## config.mk

```make
export PLATFORM = sky130hd
export DESIGN_NAME = srcc_top
export DESIGN_NICKNAME = d
export VERILOG_FILES = /design/src/srcc_pkg.sv /design/src/srcc_top.sv
export SDC_FILE = /design/constraint.sdc
export NUM_CORES = 1
export LEC_CHECK = 0
export ABC_AREA = 1
export BUFFER_PORTS_ARGS = -buffer_cell sky130_fd_sc_hd__buf_2
export CELL_PAD_IN_SITES_DETAIL_PLACEMENT = 0
export CELL_PAD_IN_SITES_GLOBAL_PLACEMENT = 1
export CORE_MARGIN = 2
export CORE_UTILIZATION = 32
export DETAILED_ROUTE_END_ITERATION = 12
export PLACE_DENSITY_LB_ADDON = 0.1
export SYNTH_ARGS = -nofsm -noshare
export SYNTH_HDL_FRONTEND = slang
export SYNTH_SLANG_ARGS = --single-unit
```

## constraint.sdc

```tcl
create_clock -name clk_i -period 1.8 [get_ports clk_i]
set_input_delay 0.36 -clock clk_i [delete_from_list [all_inputs] [get_ports clk_i]]
set_output_delay 0.36 -clock clk_i [all_outputs]
set_load 0.01 [all_outputs]
```

## src/srcc_pkg.sv

```systemverilog
/*
 * Package for the start-up reset and clock-configuration block: register map,
 * field layouts, reset values, ratio codes and lock-wait timing.
 * Assumes a 32-bit classic Wishbone register bus and one 200 MHz clock.
 */
package srcc_pkg;

   // ----------------------------------------
   // Register map (byte addresses)
   // ----------------------------------------
   localparam logic [3:0] PWR_MGMT_ADDR = 4'h0;
   localparam logic [3:0] RRCTL_ADDR    = 4'h4;
   localparam logic [3:0] STATUS_ADDR   = 4'h8;

   // ----------------------------------------
   // Field layouts and reset values
   // ----------------------------------------
   localparam int MULT_W = 6;
   localparam int DIV_W  = 2;
   localparam int MULT_LSB = 0;
   localparam int DIV_LSB  = 8;
   localparam int RRCTL_EN_BIT = 0;
   localparam logic [DIV_W-1:0] DIV_RESET = 2'h0;

   // ----------------------------------------
   // Clock-ratio codes and resulting multipliers
   // ----------------------------------------
   localparam logic [1:0] RATIO_8  = 2'h0;
   localparam logic [1:0] RATIO_32 = 2'h1;
   localparam logic [1:0] RATIO_16 = 2'h2;
   localparam logic [MULT_W-1:0] MULT_8  = 6'h08;
   localparam logic [MULT_W-1:0] MULT_16 = 6'h10;
   localparam logic [MULT_W-1:0] MULT_32 = 6'h20;

   // ----------------------------------------
   // Timing
   // ----------------------------------------
   localparam int LOCK_CYCLES = 4096;
   localparam int CNT_W = 13;

   typedef enum {ST_RESET, ST_LOCK, ST_RUN} srcc_state_t;

   typedef struct packed {
      logic [MULT_W-1:0] mult;
      logic [DIV_W-1:0]  div;
   } srcc_pll_cfg_t;

endpackage

```

## src/srcc_top.sv

```systemverilog
/*
 * Start-up reset and clock-configuration logic of a signal processor core.
 * Samples the ratio and boot-mode straps at reset release, waits for the PLL
 * lock count, then releases the core to the reset vector. Registers over
 * classic Wishbone. Assumes straps are stable before reset release.
 */
// Behaviour
// - Ratio pins 00 give 8:1, 01 give 32:1, 10 give 16:1; 11 reserved
// - Once the core runs, software may change PLL multiplier/divider; writes during lock wait are ignored
// - After hardware reset release, wait 4096 reference cycles for lock
// - After the lock wait, core fetches from the reset vector
// - Hardware reset returns the sequencer, core reset and control bit to a known state
// - Shared reset pin defaults to a reset output showing reset state
// - Control bit 0 turns the shared pin into a running-reset input
// - Boot mode is taken from the boot-mode select pins
`timescale 1ns/100ps
`default_nettype none
module srcc_top #(
   parameter int LOCK_CYCLES = srcc_pkg::LOCK_CYCLES
) (
   // Clock and reset
   input  wire logic        clk_i,
   input  wire logic        rst_i,
   // Board pins
   input  wire logic        hw_reset_n_i,
   input  wire logic [1:0]  clk_ratio_sel_i,
   input  wire logic [2:0]  boot_mode_sel_i,
   input  wire logic        reset_pin_i,
   output logic             reset_pin_o,
   output logic             reset_pin_oe_n_o,
   // Core side
   output logic             core_reset_o,
   output logic             core_fetch_vector_o,
   output logic [2:0]       boot_mode_o,
   output logic [5:0]       pll_mult_o,
   output logic [1:0]       pll_div_o,
   // Wishbone slave
   input  wire logic        wb_cyc_i,
   input  wire logic        wb_stb_i,
   input  wire logic        wb_we_i,
   input  wire logic [3:0]  wb_adr_i,
   input  wire logic [3:0]  wb_sel_i,
   input  wire logic [31:0] wb_dat_i,
   output logic [31:0]      wb_dat_o,
   output logic             wb_ack_o
);

   localparam logic [srcc_pkg::CNT_W-1:0] LOCK_LAST = srcc_pkg::CNT_W'(LOCK_CYCLES - 1);

   // ----------------------------------------
   // Sequencer state
   // ----------------------------------------
   srcc_pkg::srcc_state_t          state_reg, state_next;
   logic [srcc_pkg::CNT_W-1:0]     cnt_reg, cnt_next;
   logic                           core_reset_reg, core_reset_next;
   logic                           fetch_reg, fetch_next;
   logic [2:0]                     boot_reg, boot_next;
   srcc_pkg::srcc_pll_cfg_t        pll_reg, pll_next;
   logic                           rr_en_reg, rr_en_next;
   logic                           pin_o_reg, pin_o_next;
   logic                           pin_oe_n_reg, pin_oe_n_next;
   logic [31:0]                    dat_reg, dat_next;
   logic                           ack_reg, ack_next;
   logic                           wb_req, wr_pwr_mgmt, wr_rrctl;
   logic                           run_reset;
   logic [srcc_pkg::MULT_W-1:0]    strap_mult;

   // Unknown address or reserved strap simply fall back to defaults
   always_comb begin
      unique case (clk_ratio_sel_i)
         srcc_pkg::RATIO_8:  strap_mult = srcc_pkg::MULT_8;
         srcc_pkg::RATIO_32: strap_mult = srcc_pkg::MULT_32;
         srcc_pkg::RATIO_16: strap_mult = srcc_pkg::MULT_16;
         default:            strap_mult = srcc_pkg::MULT_8;
      endcase
   end

   assign wb_req   = wb_cyc_i && wb_stb_i && !ack_reg;
   assign wr_pwr_mgmt = wb_req && wb_we_i && wb_sel_i[0] && wb_adr_i == srcc_pkg::PWR_MGMT_ADDR;
   assign wr_rrctl = wb_req && wb_we_i && wb_sel_i[0] && wb_adr_i == srcc_pkg::RRCTL_ADDR;
   // Running reset only counts once the core is up, and only when selected
   assign run_reset = rr_en_reg && !reset_pin_i && state_reg == srcc_pkg::ST_RUN;

   // ----------------------------------------
   // Sequencer next state
   // ----------------------------------------
   always_comb begin
      state_next      = state_reg;
      cnt_next        = cnt_reg;
      core_reset_next = core_reset_reg;
      fetch_next      = 1'b0;
      boot_next       = boot_reg;
      pll_next        = pll_reg;
      unique case (state_reg)
         srcc_pkg::ST_RESET: begin
            core_reset_next = 1'b1;
            if (hw_reset_n_i) begin
               boot_next     = boot_mode_sel_i;
               pll_next.mult = strap_mult;
               pll_next.div  = srcc_pkg::DIV_RESET;
               cnt_next      = '0;
               state_next    = srcc_pkg::ST_LOCK;
            end
         end
         srcc_pkg::ST_LOCK: begin
            if (cnt_reg == LOCK_LAST) begin
               core_reset_next = 1'b0;
               fetch_next      = 1'b1;
               state_next      = srcc_pkg::ST_RUN;
            end else begin
               cnt_next = cnt_reg + 1'b1;
            end
         end
         srcc_pkg::ST_RUN: begin
            if (wr_pwr_mgmt) begin
               pll_next.mult = wb_dat_i[srcc_pkg::MULT_LSB +: srcc_pkg::MULT_W];
               pll_next.div  = wb_dat_i[srcc_pkg::DIV_LSB +: srcc_pkg::DIV_W];
            end
            if (run_reset) begin
               core_reset_next = 1'b1;
               cnt_next        = '0;
               state_next      = srcc_pkg::ST_LOCK;
            end
         end
      endcase
      if (!hw_reset_n_i) begin
         core_reset_next = 1'b1;
         fetch_next      = 1'b0;
         state_next      = srcc_pkg::ST_RESET;
      end
   end

   // ----------------------------------------
   // Shared pin and control register
   // ----------------------------------------
   always_comb begin
      rr_en_next = rr_en_reg;
      if (wr_rrctl) begin
         rr_en_next = wb_dat_i[srcc_pkg::RRCTL_EN_BIT];
      end
      if (!hw_reset_n_i) begin
         rr_en_next = 1'b0;
      end
      // Pin drives low-active reset state unless running-reset input selected
      pin_oe_n_next = rr_en_next;
      pin_o_next    = !core_reset_next;
   end

   // ----------------------------------------
   // Wishbone slave: one wait state, unmapped reads return zero
   // ----------------------------------------
   always_comb begin
      ack_next = wb_req;
      dat_next = '0;
      if (wb_req && !wb_we_i) begin
         unique case (wb_adr_i)
            srcc_pkg::PWR_MGMT_ADDR: begin
               dat_next[srcc_pkg::MULT_LSB +: srcc_pkg::MULT_W] = pll_reg.mult;
               dat_next[srcc_pkg::DIV_LSB +: srcc_pkg::DIV_W]   = pll_reg.div;
            end
            srcc_pkg::RRCTL_ADDR:  dat_next[srcc_pkg::RRCTL_EN_BIT] = rr_en_reg;
            srcc_pkg::STATUS_ADDR: dat_next[4:0] = {boot_reg, reset_pin_i, core_reset_reg};
            default:               dat_next = '0;
         endcase
      end
   end

   always_ff @(posedge clk_i) begin
      if (rst_i) begin
         state_reg      <= srcc_pkg::ST_RESET;
         cnt_reg        <= '0;
         core_reset_reg <= 1'b1;
         fetch_reg      <= 1'b0;
         boot_reg       <= '0;
         pll_reg        <= '{mult: srcc_pkg::MULT_8, div: srcc_pkg::DIV_RESET};
      end else begin
         state_reg      <= state_next;
         cnt_reg        <= cnt_next;
         core_reset_reg <= core_reset_next;
         fetch_reg      <= fetch_next;
         boot_reg       <= boot_next;
         pll_reg        <= pll_next;
      end
   end

   always_ff @(posedge clk_i) begin
      if (rst_i) begin
         rr_en_reg      <= 1'b0;
         pin_o_reg      <= 1'b0;
         pin_oe_n_reg   <= 1'b0;
      end else begin
         rr_en_reg      <= rr_en_next;
         pin_o_reg      <= pin_o_next;
         pin_oe_n_reg   <= pin_oe_n_next;
      end
   end

   always_ff @(posedge clk_i) begin
      if (rst_i) begin
         dat_reg        <= '0;
         ack_reg        <= 1'b0;
      end else begin
         dat_reg        <= dat_next;
         ack_reg        <= ack_next;
      end
   end

   assign core_reset_o        = core_reset_reg;
   assign core_fetch_vector_o = fetch_reg;
   assign boot_mode_o         = boot_reg;
   assign pll_mult_o          = pll_reg.mult;
   assign pll_div_o           = pll_reg.div;
   assign reset_pin_o         = pin_o_reg;
   assign reset_pin_oe_n_o    = pin_oe_n_reg;
   assign wb_dat_o            = dat_reg;
   assign wb_ack_o            = ack_reg;
endmodule
`default_nettype wire

```

==> results by group, run 1 <==
Timing
  • Hold Vio Cnt, Final: 0
  • PnR worst setup slack: 179 ps
  • Worst Skew: 5.11 ps
  • Max Freq: 0.617 GHz
  • Final setup viols: 0
  • Hold Slack: 307 ps
  • Period utilization: 90.1%
  • Crit path time final: 1620 ps
  • Unrepaired setup endpoints after global routing: no
  • Max Transition Viols Final: 0
  • Fin Setup TNS: 0 ps

Detailed routing
  • DR WL/cell: 11.4 um
  • Post-route DRC: 0
  • DR pass1 iterations: 4
  • Initial DRC count: 56
  • Final wirelength: 5.53 mm
  • Vias per cell: 4.29
  • Vias: 2087
  • Post-DRT Antenna Nets: 0

Synthesis
  • Area leader, netlist: dfxtp_1
  • #FFs+latches synth: 39
  • Synth cell types: 28
  • Synth Flop Type: dfxtp_1
  • Cell count after synthesis: 332
  • Most frequent cell after synthesis: nand2_1
  • Compound-cell area share of the yosys netlist: 8.05%
  • Number of flops mapped to enable cells by yosys: 0
  • Syn. warnings: 0
  • Synth cell count leaders: 84 x nand2_1, 45 x inv_1, 39 x dfxtp_1
  • Sequential area share after synthesis: 34.2%
  • Post-synthesis mux area share: 0.876%
  • Largest family of logic cells by synthesized area: simple AND/OR/NAND/NOR gates
  • Simple-gate share of the synthesized area: 35.4%
  • Mapped cell area: 2280 um2
  • Synthesized area per cell: 6.88 um2
  • Share of the synthesized area in the top cell type: 34.2%
  • Synth Area in XOR/XNOR: 0%
  • Top cells by area, synth: dfxtp_1 34%, nand2_1 14%, buf_4 8.9%, inv_1 7.4%, nor2_1 6.2%
  • Adder-cell area share of the yosys netlist: 3.29%
  • Post-synth ARST share: 0%

Global route
  • Pin count of the biggest net entering global routing: 15
  • Initial antenna violation count: 0
  • First-pass GRT wire length: 8.80 mm
  • Vias in the first global route: 1843
  • All-Layer GR Usage: 14.6%
  • GRT overflow: 0

Finish
  • Fill cells: 759
  • Max reg flops: 13
  • Nets: 447
  • N_diodes: 0
  • Area Growth Syn to Fin: 18.3%
  • Share of layout cells above drive strength 1: 21.5%

Clock network
  • Clock Path Buffers: 2
  • Num CTS Buffers: 5
  • CTS sink count: 39
  • Hold_buf cts: 0
  • CTS tree: done
  • H-tree depth: 2
  • Clk_lat worst skew: 290 ps
  • Root Driver: clkbuf_8
  • Post_cts resized: 0
  • CTS clk-pin slew, worst paths: 80 ps
  • Post-CTS Setup Bufs: 0

Run
  • Maxcap violations: 0

Setup path
  • Crit Path Class: flip-flop to flip-flop
  • Maximum fanout along the worst path: 10
  • Critical Path Source Type: flip-flop
  • Data required time of the worst path: 2040 ps
  • Setup crit end kind: flip-flop
  • Worst EP arrival: 1860 ps

Floorplan
  • Die height: 88.5 um
  • Core ar.: 6870 um2
  • Full die area: 7830 um2
  • Starting Density: 33.3%
  • Die width: 88.5 um
  • Cell row count: 30
  • Ports: 100

Hold path
  • HP Class: input port to flip-flop

Place
  • Setup WS pre-CTS: 185 ps
  • Port-buffer cells: 48
  • Post-DP HPWL: 4.24 mm
  • Final GP Congestion: 0.781

Pwr
  • Max VDD drop: 0.269 mV
  • Leak Pwr: 1.39 nW
  • Power per cell area: 727 nW/um2

Outcome
  • Run status: completed
## per-stage QoR
step	utilization, %	area, um2	cells	total power (W)
2_1_floorplan	-	2370	355	0.00114
3_3_place_gp	37.6	2580	478	0.00120
3_5_place_dp	37.6	2580	478	0.00121
4_1_cts	39.3	2700	486	0.00199
5_1_grt	39.3	2700	486	0.00206
6_report	39.3	2700	486	0.00196
## cells in the final DEF (no fill, tap or decap), types with 5 or more instances in the layout
cell type and n:
a21oi_1 19, buf_2 48, buf_4 12, clkbuf_8 6
conb_1 24, dfxtp_1 39, ha_1 6, inv_1 45
nand2_1 84, nand3_1 27, nand4_1 5, nor2_1 38
o21ai_0 11
## report_power, final
| group | internal (W) | switching, W |
|---|---|---|
| Clock | 0.000449 | 0.000331 |
| Combinational | 0.0000992 | 0.000168 |
| Sequential | 0.000892 | 0.0000247 |
## layout make-up
cell class              instances  area (um2)  share of cell area [%]
repair buffers                 60         330                    12.2
clock inverters                 2        35.0                    1.30
multi-input cells             236        1180                    43.6
inverters                      47         176                    6.53
clock buffers                   6        82.6                    3.06
flip-flops and latches         39         781                    28.9
well taps                      96         120                    4.44
## worst max-delay path, cell delays in order, from the launching register on
cell and delay [ps]:
dfxtp_1 340, inv_1 70, ha_1 220, inv_1 70, nor2_1 70, a21oi_4 320
buf_4 220, nand3_1 80, nand2_1 70, inv_1 40, nor2_1 60
## final timing paths
| path | startpoint | end | slack (ps) | cells past startpoint |
|---|---|---|---|---|
| worst max-delay path | state_reg[0]$_SDFFE_PP0P_ | cnt_reg[5]$_SDFFE_PP0P_ | 180 | 10 |
| worst min-delay path | wb_dat_i[0] | reset_pin_oe_n_o$_SDFFE_PP0P_ | 310 | 3 |
| worst max register to register | state_reg[0]$_SDFFE_PP0P_ | cnt_reg[5]$_SDFFE_PP0P_ | 180 | 10 |
| worst min register to register | pll_mult_o[5]$_SDFFE_PP0P_ | wb_dat_o[5]$_SDFF_PP0_ | 450 | 2 |
## per-layer routing
metal  part of all wire (%)  track usage, %  up-vias
met1                     53            21.0      925
met2                     40            21.4       59
met4                    1.3            4.96        0
met5                      0               0        -
li1                       -               -     1098
met3                    5.1            3.54        5
## cell families (layout without fill, tap and decap cells)
logic type / after synthesis / in the layout
buffers and inverters: 80 / 115
AOI/OAI and AO/OA: 34 / 34
adders and majority gates: 6 / 6
DFF: 39 / 39
muxes: 2 / 2
and+or+nand+nor: 170 / 170
other: 1 / 24
(Power assumes the default switching activity.)
==> inputs of run 2 (changes only) <==
GPL_TIMING_DRIVEN = 0   (was not set)
==> results by group, run 2 (synthesis results as in run 1) <==
Outcome
  • Run status: completed (unchanged)

Floorplan
  • Ports: 100 (unchanged)
  • Starting Density: 33.3% (unchanged)
  • Die height: 88.5 um (unchanged)
  • Cell row count: 30 (unchanged)
  • Die width: 88.5 um (unchanged)
  • Full die area: 7830 um2 (unchanged)
  • Core ar.: 6870 um2 (unchanged)

Place
  • Final GP Congestion: 0.807 (was 0.781)
  • Setup WS pre-CTS: 70.0 ps (was 185 ps)
  • Post-DP HPWL: 4.35 mm (was 4.24 mm)
  • Port-buffer cells: 47 (was 48)

Finish
  • Most frequent cells in the layout: 84 x nand2_1, 50 x buf_2, 45 x inv_1, 39 x dfxtp_1, 38 x nor2_1 (was 84 x nand2_1, 48 x buf_2, 45 x inv_1, 39 x dfxtp_1, 38 x nor2_1)
  • N_diodes: 0 (unchanged)
  • Commonest non-fill, non-tap cell in the layout: nand2_1 (unchanged)
  • Final core occ: 41.1% (was 39.3%)
  • Max reg flops: 13 (unchanged)
  • Share of layout cells above drive strength 1: 25.1% (was 21.5%)
  • Nets: 467 (was 447)
  • Area Growth Syn to Fin: 23.5% (was 18.3%)

Setup path
  • WP buf/inv: 3 (was 4)
  • Worst EP arrival: 1830 ps (was 1860 ps)
  • Setup crit end kind: flip-flop (unchanged)
  • Top delay family on crit path: buffers and inverters (unchanged)
  • Worst path cell trace: inv_1 -> ha_1 -> inv_1 -> a21oi_2 -> buf_2 -> nand3_1 -> nand2_1 -> nor2_1 (was inv_1 -> ha_1 -> inv_1 -> nor2_1 -> a21oi_4 -> buf_4 -> nand3_1 -> nand2_1 -> inv_1 -> nor2_1)
  • Data required time of the worst path: 2000 ps (was 2040 ps)
  • CP peak stage delay: 320 ps (was 340 ps)
  • Cell mode on critical path: inv_1 (unchanged)
  • Crit Path Class: flip-flop to flip-flop (unchanged)
  • Critical Path Source Type: flip-flop (unchanged)
  • Crit-path slowest cell: dfxtp_1 (unchanged)
  • Maximum fanout along the worst path: 10 (unchanged)

Clock network
  • CTS tree: done (unchanged)
  • Clock Path Buffers: 2 (unchanged)
  • CTS sink count: 39 (unchanged)
  • Post-CTS Setup Bufs: 0 (unchanged)
  • H-tree depth: 2 (unchanged)
  • CTS clk-pin slew, worst paths: 80 ps (about the same)
  • Clk_lat worst skew: 300 ps (was 290 ps)
  • Hold_buf cts: 0 (unchanged)
  • Num CTS Buffers: 5 (unchanged)
  • Root Driver: clkbuf_8 (unchanged)
  • Post_cts resized: 0 (unchanged)

Timing
  • Period utilization: 90.5% (was 90.1%)
  • Max Freq: 0.614 GHz (was 0.617 GHz)
  • Fin Setup TNS: 0 ps (unchanged)
  • Unrepaired setup endpoints after global routing: no (unchanged)
  • PnR worst setup slack: 170 ps (was 179 ps)
  • Hold Vio Cnt, Final: 0 (unchanged)
  • Crit path time final: 1630 ps (was 1620 ps)
  • Measured slew at the worst slew-check pin: 504 ps
  • Max Transition Viols Final: 0 (unchanged)
  • Final setup viols: 0 (unchanged)
  • Hold Slack: 304 ps (was 307 ps)
  • Worst Skew: 4.58 ps (was 5.11 ps)
  • Rel. slew slack: 66.4%

Global route
  • GRT overflow: 0 (unchanged)
  • Vias in the first global route: 1839 (was 1843)
  • Pin count of the biggest net entering global routing: 14 (was 15)
  • First-pass GRT wire length: 8.83 mm (was 8.80 mm)
  • All-Layer GR Usage: 14.8% (was 14.6%)
  • Initial antenna violation count: 0 (unchanged)

Detailed routing
  • Initial DRC count: 75 (was 56)
  • Post-DRT Antenna Nets: 0 (unchanged)
  • Vias: 2119 (was 2087)
  • Post-route DRC: 0 (unchanged)
  • Vias per cell: 4.19 (was 4.29)
  • DR WL/cell: 11.0 um (was 11.4 um)
  • DR pass1 iterations: 4 (unchanged)
  • Final wirelength: 5.58 mm (was 5.53 mm)

Pwr
  • Max VDD drop: 0.308 mV (was 0.269 mV)
  • Leak Pwr: 1.47 nW (was 1.39 nW)
  • Power per cell area: 647 nW/um2 (was 727 nW/um2)

Hold path
  • HP Class: input port to flip-flop (unchanged)

Run
  • Maxcap violations: 0 (unchanged)
[run 2: through the flow]
stage | area (um2) | std cells | total power, W
floorplan | 2370 | 355 | 0.00114
global placement | 2730 | 498 | 0.00124
detailed placement | 2730 | 498 | 0.00124
CTS | 2820 | 506 | 0.00185
global route | 2820 | 506 | 0.00193
finish | 2820 | 506 | 0.00183
[run 2: report_power, final]
group | internal, W | total [W] | switching [W] | leakage, nW
clock network | 0.000270 | 0.000607 | 0.000337 | 0.0402
logic | 0.000128 | 0.000303 | 0.000175 | 1.11
registers | 0.000892 | 0.000917 | 0.0000248 | 0.318
total | 0.00129 | 0.00183 | 0.000537 | 1.47
[run 2: routing by layer]
layer  global-route usage [%]  vias up  wire (um)
met5                        0        -          0
met4                     4.13        0         50
met3                     3.08        5        288
met2                     21.5       60       2290
met1                     21.9      910       2950
li1                         -     1144          -
[run 2: worst paths after layout]
kind | start | slack, ps | depth (start not counted) | end
worst max register to register | state_reg[0]$_SDFFE_PP0P_ | 170 | 8 | pll_mult_o[5]$_SDFFE_PP0P_
worst min register to register | pll_mult_o[5]$_SDFFE_PP0P_ | 450 | 2 | wb_dat_o[5]$_SDFF_PP0_
worst max-delay path | state_reg[0]$_SDFFE_PP0P_ | 170 | 8 | pll_mult_o[5]$_SDFFE_PP0P_
worst min-delay path | wb_dat_i[0] | 300 | 3 | reset_pin_oe_n_o$_SDFFE_PP0P_
[run 2: final cells by class]
class                           instances  area [um2]
Buffer                                 33         240
Multi-Input combinational cell        236        1180
Inverter                               47         176
Clock inverter                          3        20.0
Timing Repair Buffer                   47         235
Clock buffer                            5        68.8
Fill cell                             759        4050
Tap cell                               96         120
Sequential cell                        39         781
[run 2: worst min-delay path: stages]
cell	delay [ps]
buf_2	110
inv_1	40
a21oi_1	50
==> inputs of run 3 (changes only) <==
SETUP_SLACK_MARGIN = 0.3   (was not set)
==> results by group, run 3 (synthesis results as in run 1) <==
Floorplan
  • Core ar.: 6870 um2 (unchanged)
  • Die width: 88.5 um (unchanged)
  • Cell row count: 30 (unchanged)
  • Full die area: 7830 um2 (unchanged)
  • Ports: 100 (unchanged)
  • Starting Density: 33.3% (unchanged)
  • Die height: 88.5 um (unchanged)

Hold path
  • Worst Hold End: reset_pin_oe_n_o$_SDFFE_PP0P_ (unchanged)
  • Min-Delay Startpoint: wb_dat_i[0] (unchanged)
  • Hold Crit Depth: 3 (unchanged)
  • HP Class: input port to flip-flop (unchanged)

Timing
  • Max Transition Viols Final: 0 (unchanged)
  • Unrepaired setup endpoints after global routing: yes (was no)
  • Hold Vio Cnt, Final: 0 (unchanged)
  • Fin Setup TNS: 0 ps (unchanged)
  • Worst Skew: 4.89 ps (was 4.58 ps)
  • Period utilization: 80.0% (was 90.5%)
  • Hold Slack: 303 ps (was 304 ps)
  • PnR worst setup slack: 360 ps (was 170 ps)
  • Max Freq: 0.694 GHz (was 0.614 GHz)
  • Crit path time final: 1440 ps (was 1630 ps)
  • Final setup viols: 0 (unchanged)

Setup path
  • Maximum fanout along the worst path: 10 (unchanged)
  • Worst r2r src: cnt_reg[0]$_SDFFE_PP0P_ (was state_reg[0]$_SDFFE_PP0P_)
  • Cell mode on critical path: nand3_4 (was inv_1)
  • CP peak stage delay: 370 ps (was 320 ps)
  • Worst path cell trace: ha_4 -> nand3_4 -> nor2_8 -> nand3_4 -> buf_6 -> nand3_1 -> nand2_1 -> inv_1 -> nor2_1 (was inv_1 -> ha_1 -> inv_1 -> a21oi_2 -> buf_2 -> nand3_1 -> nand2_1 -> nor2_1)
  • Top delay family on crit path: simple AND/OR/NAND/NOR gates (was buffers and inverters)
  • RR Endpoint: cnt_reg[8]$_SDFFE_PP0P_ (was pll_mult_o[5]$_SDFFE_PP0P_)
  • Crit Path Class: flip-flop to flip-flop (unchanged)
  • Critical Path Source Type: flip-flop (unchanged)
  • Data required time of the worst path: 2000 ps (about the same)
  • Setup crit end kind: flip-flop (unchanged)
  • Crit-path slowest cell: dfxtp_2 (was dfxtp_1)
  • WP buf/inv: 2 (was 3)
  • Worst EP arrival: 1640 ps (was 1830 ps)
  • R2R depth: 9 (was 8)
  • Worst reg2reg setup slack: 360 ps (was 170 ps)

Pwr
  • Leak Pwr: 1.51 nW (was 1.47 nW)
  • Clock power share: 32.6% (was 33.2%)
  • Sw Ratio: 29.4% (about the same)
  • Internal: 0.00131 W (was 0.00129 W)
  • Gate power share: 18.0% (was 16.6%)
  • Switching power: 0.000546 W (was 0.000537 W)
  • Power per cell area: 626 nW/um2 (was 647 nW/um2)
  • Max VDD drop: 0.313 mV (was 0.308 mV)
  • Sequential share of power: 49.4% (was 50.2%)

Finish
  • Nets: 474 (was 467)
  • Max reg flops: 13 (unchanged)
  • Most frequent cells in the layout: 83 x nand2_1, 48 x buf_2, 42 x inv_1, 36 x nor2_1, 33 x buf_4 (was 84 x nand2_1, 50 x buf_2, 45 x inv_1, 39 x dfxtp_1, 38 x nor2_1)
  • Commonest non-fill, non-tap cell in the layout: nand2_1 (unchanged)
  • Area Growth Syn to Fin: 29.8% (was 23.5%)
  • Final instance area: 2970 um2 (was 2820 um2)
  • N_diodes: 0 (unchanged)
  • Share of layout cells above drive strength 1: 30.7% (was 25.1%)

Clock network
  • Clk_lat worst skew: 300 ps (about the same)
  • CTS clk-pin slew, worst paths: 80 ps (about the same)
  • H-tree depth: 2 (unchanged)
  • Root Driver: clkbuf_8 (unchanged)
  • CTS sink count: 39 (unchanged)
  • Num CTS Buffers: 5 (unchanged)
  • CTS tree: done (unchanged)
  • Clock Path Buffers: 2 (unchanged)

Detailed routing
  • Post-route DRC: 0 (unchanged)
  • Final wirelength: 5.68 mm (was 5.58 mm)
  • Initial DRC count: 78 (was 75)
  • Vias: 2169 (was 2119)
  • DR pass1 iterations: 4 (unchanged)
  • Post-DRT Antenna Nets: 0 (unchanged)
  • Vias per cell: 4.23 (was 4.19)
  • DR WL/cell: 11.1 um (was 11.0 um)

Global route
  • All-Layer GR Usage: 14.8% (about the same)
  • Initial antenna violation count: 0 (unchanged)
  • Pin count of the biggest net entering global routing: 14 (unchanged)
  • First-pass GRT wire length: 8.86 mm (was 8.83 mm)
  • Vias in the first global route: 1858 (was 1839)
  • GRT overflow: 0 (unchanged)

Outcome
  • Run status: completed (unchanged)

Place
  • Placed cell area: 2730 um2 (unchanged)
  • Final GP Congestion: 0.807 (unchanged)
  • Port-buffer cells: 47 (unchanged)
  • Post-DP HPWL: 4.35 mm (unchanged)
  • Setup WS pre-CTS: 70.0 ps (unchanged)

Run
  • Maxcap violations: 0 (unchanged)
[run 3: changes by cell type in the layout (fill, tap and decap cells not counted), sizes merged]
cell    before  now
buf         78   84
clkbuf       7    8
[run 3: repair_timing]
action | in CTS | in global routing
hold buffers | 0 | 0
resized for setup | 9 | 24
setup buffers | 5 | 2
setup endpoints to repair | 24 | 15
pin swaps | 0 | 4
[run 3: worst max path at each step]
stage / start / endpoint / slack (ps) / cells after the start
floorplan: state_reg[0]$_SDFFE_PP0P_ / pll_mult_o[1]$_SDFFE_PP0P_ / 340 / 8
global placement: state_reg[0]$_SDFFE_PP0P_ / pll_mult_o[1]$_SDFFE_PP0P_ / 80 / 8
detailed placement: state_reg[0]$_SDFFE_PP0P_ / pll_mult_o[5]$_SDFFE_PP0P_ / 70 / 8
CTS: state_reg[0]$_SDFFE_PP0P_ / cnt_reg[11]$_SDFFE_PP0P_ / 320 / 11
global route: state_reg[1]$_SDFFE_PP0P_ / cnt_reg[6]$_SDFFE_PP0P_ / 270 / 11
finish: cnt_reg[0]$_SDFFE_PP0P_ / cnt_reg[8]$_SDFFE_PP0P_ / 360 / 9
[run 3: final cells by class]
type,instances,area [um2]
Timing Repair Buffer,54,295
Inverter,47,181
Fill cell,748,3900
Multi-Input combinational cell,236,1240
Sequential cell,39,792
Clock inverter,3,20.0
Buffer,33,245
Clock buffer,5,68.8
Tap cell,96,120
[run 3: metrics by stage]
| step | total power [W] | std cells | util [%] |
|---|---|---|---|
| finish | 0.00186 | 513 | 43.2 |
| global route | 0.00196 | 513 | 43.2 |
| CTS | 0.00187 | 511 | 41.8 |
| detailed placement | 0.00124 | 498 | 39.7 |
| global placement | 0.00124 | 498 | 39.7 |
| floorplan | 0.00114 | 355 | - |
[run 3: worst min-delay path, cell delays in order]
cell and delay (ps):
buf_2 110, inv_1 40, a21oi_1 50
[run 3: metal layers]
layer | part of all wire [%] | vias up | GRT usage (%)
li1 | - | 1158 | -
met5 | 0 | - | 0
met2 | 42 | 56 | 22.0
met4 | 1.2 | 0 | 4.13
met1 | 52 | 950 | 21.7
met3 | 5.1 | 5 | 3.08
[run 3: power groups by stage]
| stage | Combinational (W) | Sequential (W) | Clock [W] |
|---|---|---|---|
| finish | 0.000334 | 0.000918 | 0.000606 |
| global route | 0.000377 | 0.000923 | 0.000659 |
| detailed placement | 0.000302 | 0.000938 | 0 |
| global placement | 0.000301 | 0.000937 | 0 |
| floorplan | 0.000202 | 0.000941 | 0 |
| CTS | 0.000318 | 0.000918 | 0.000632 |
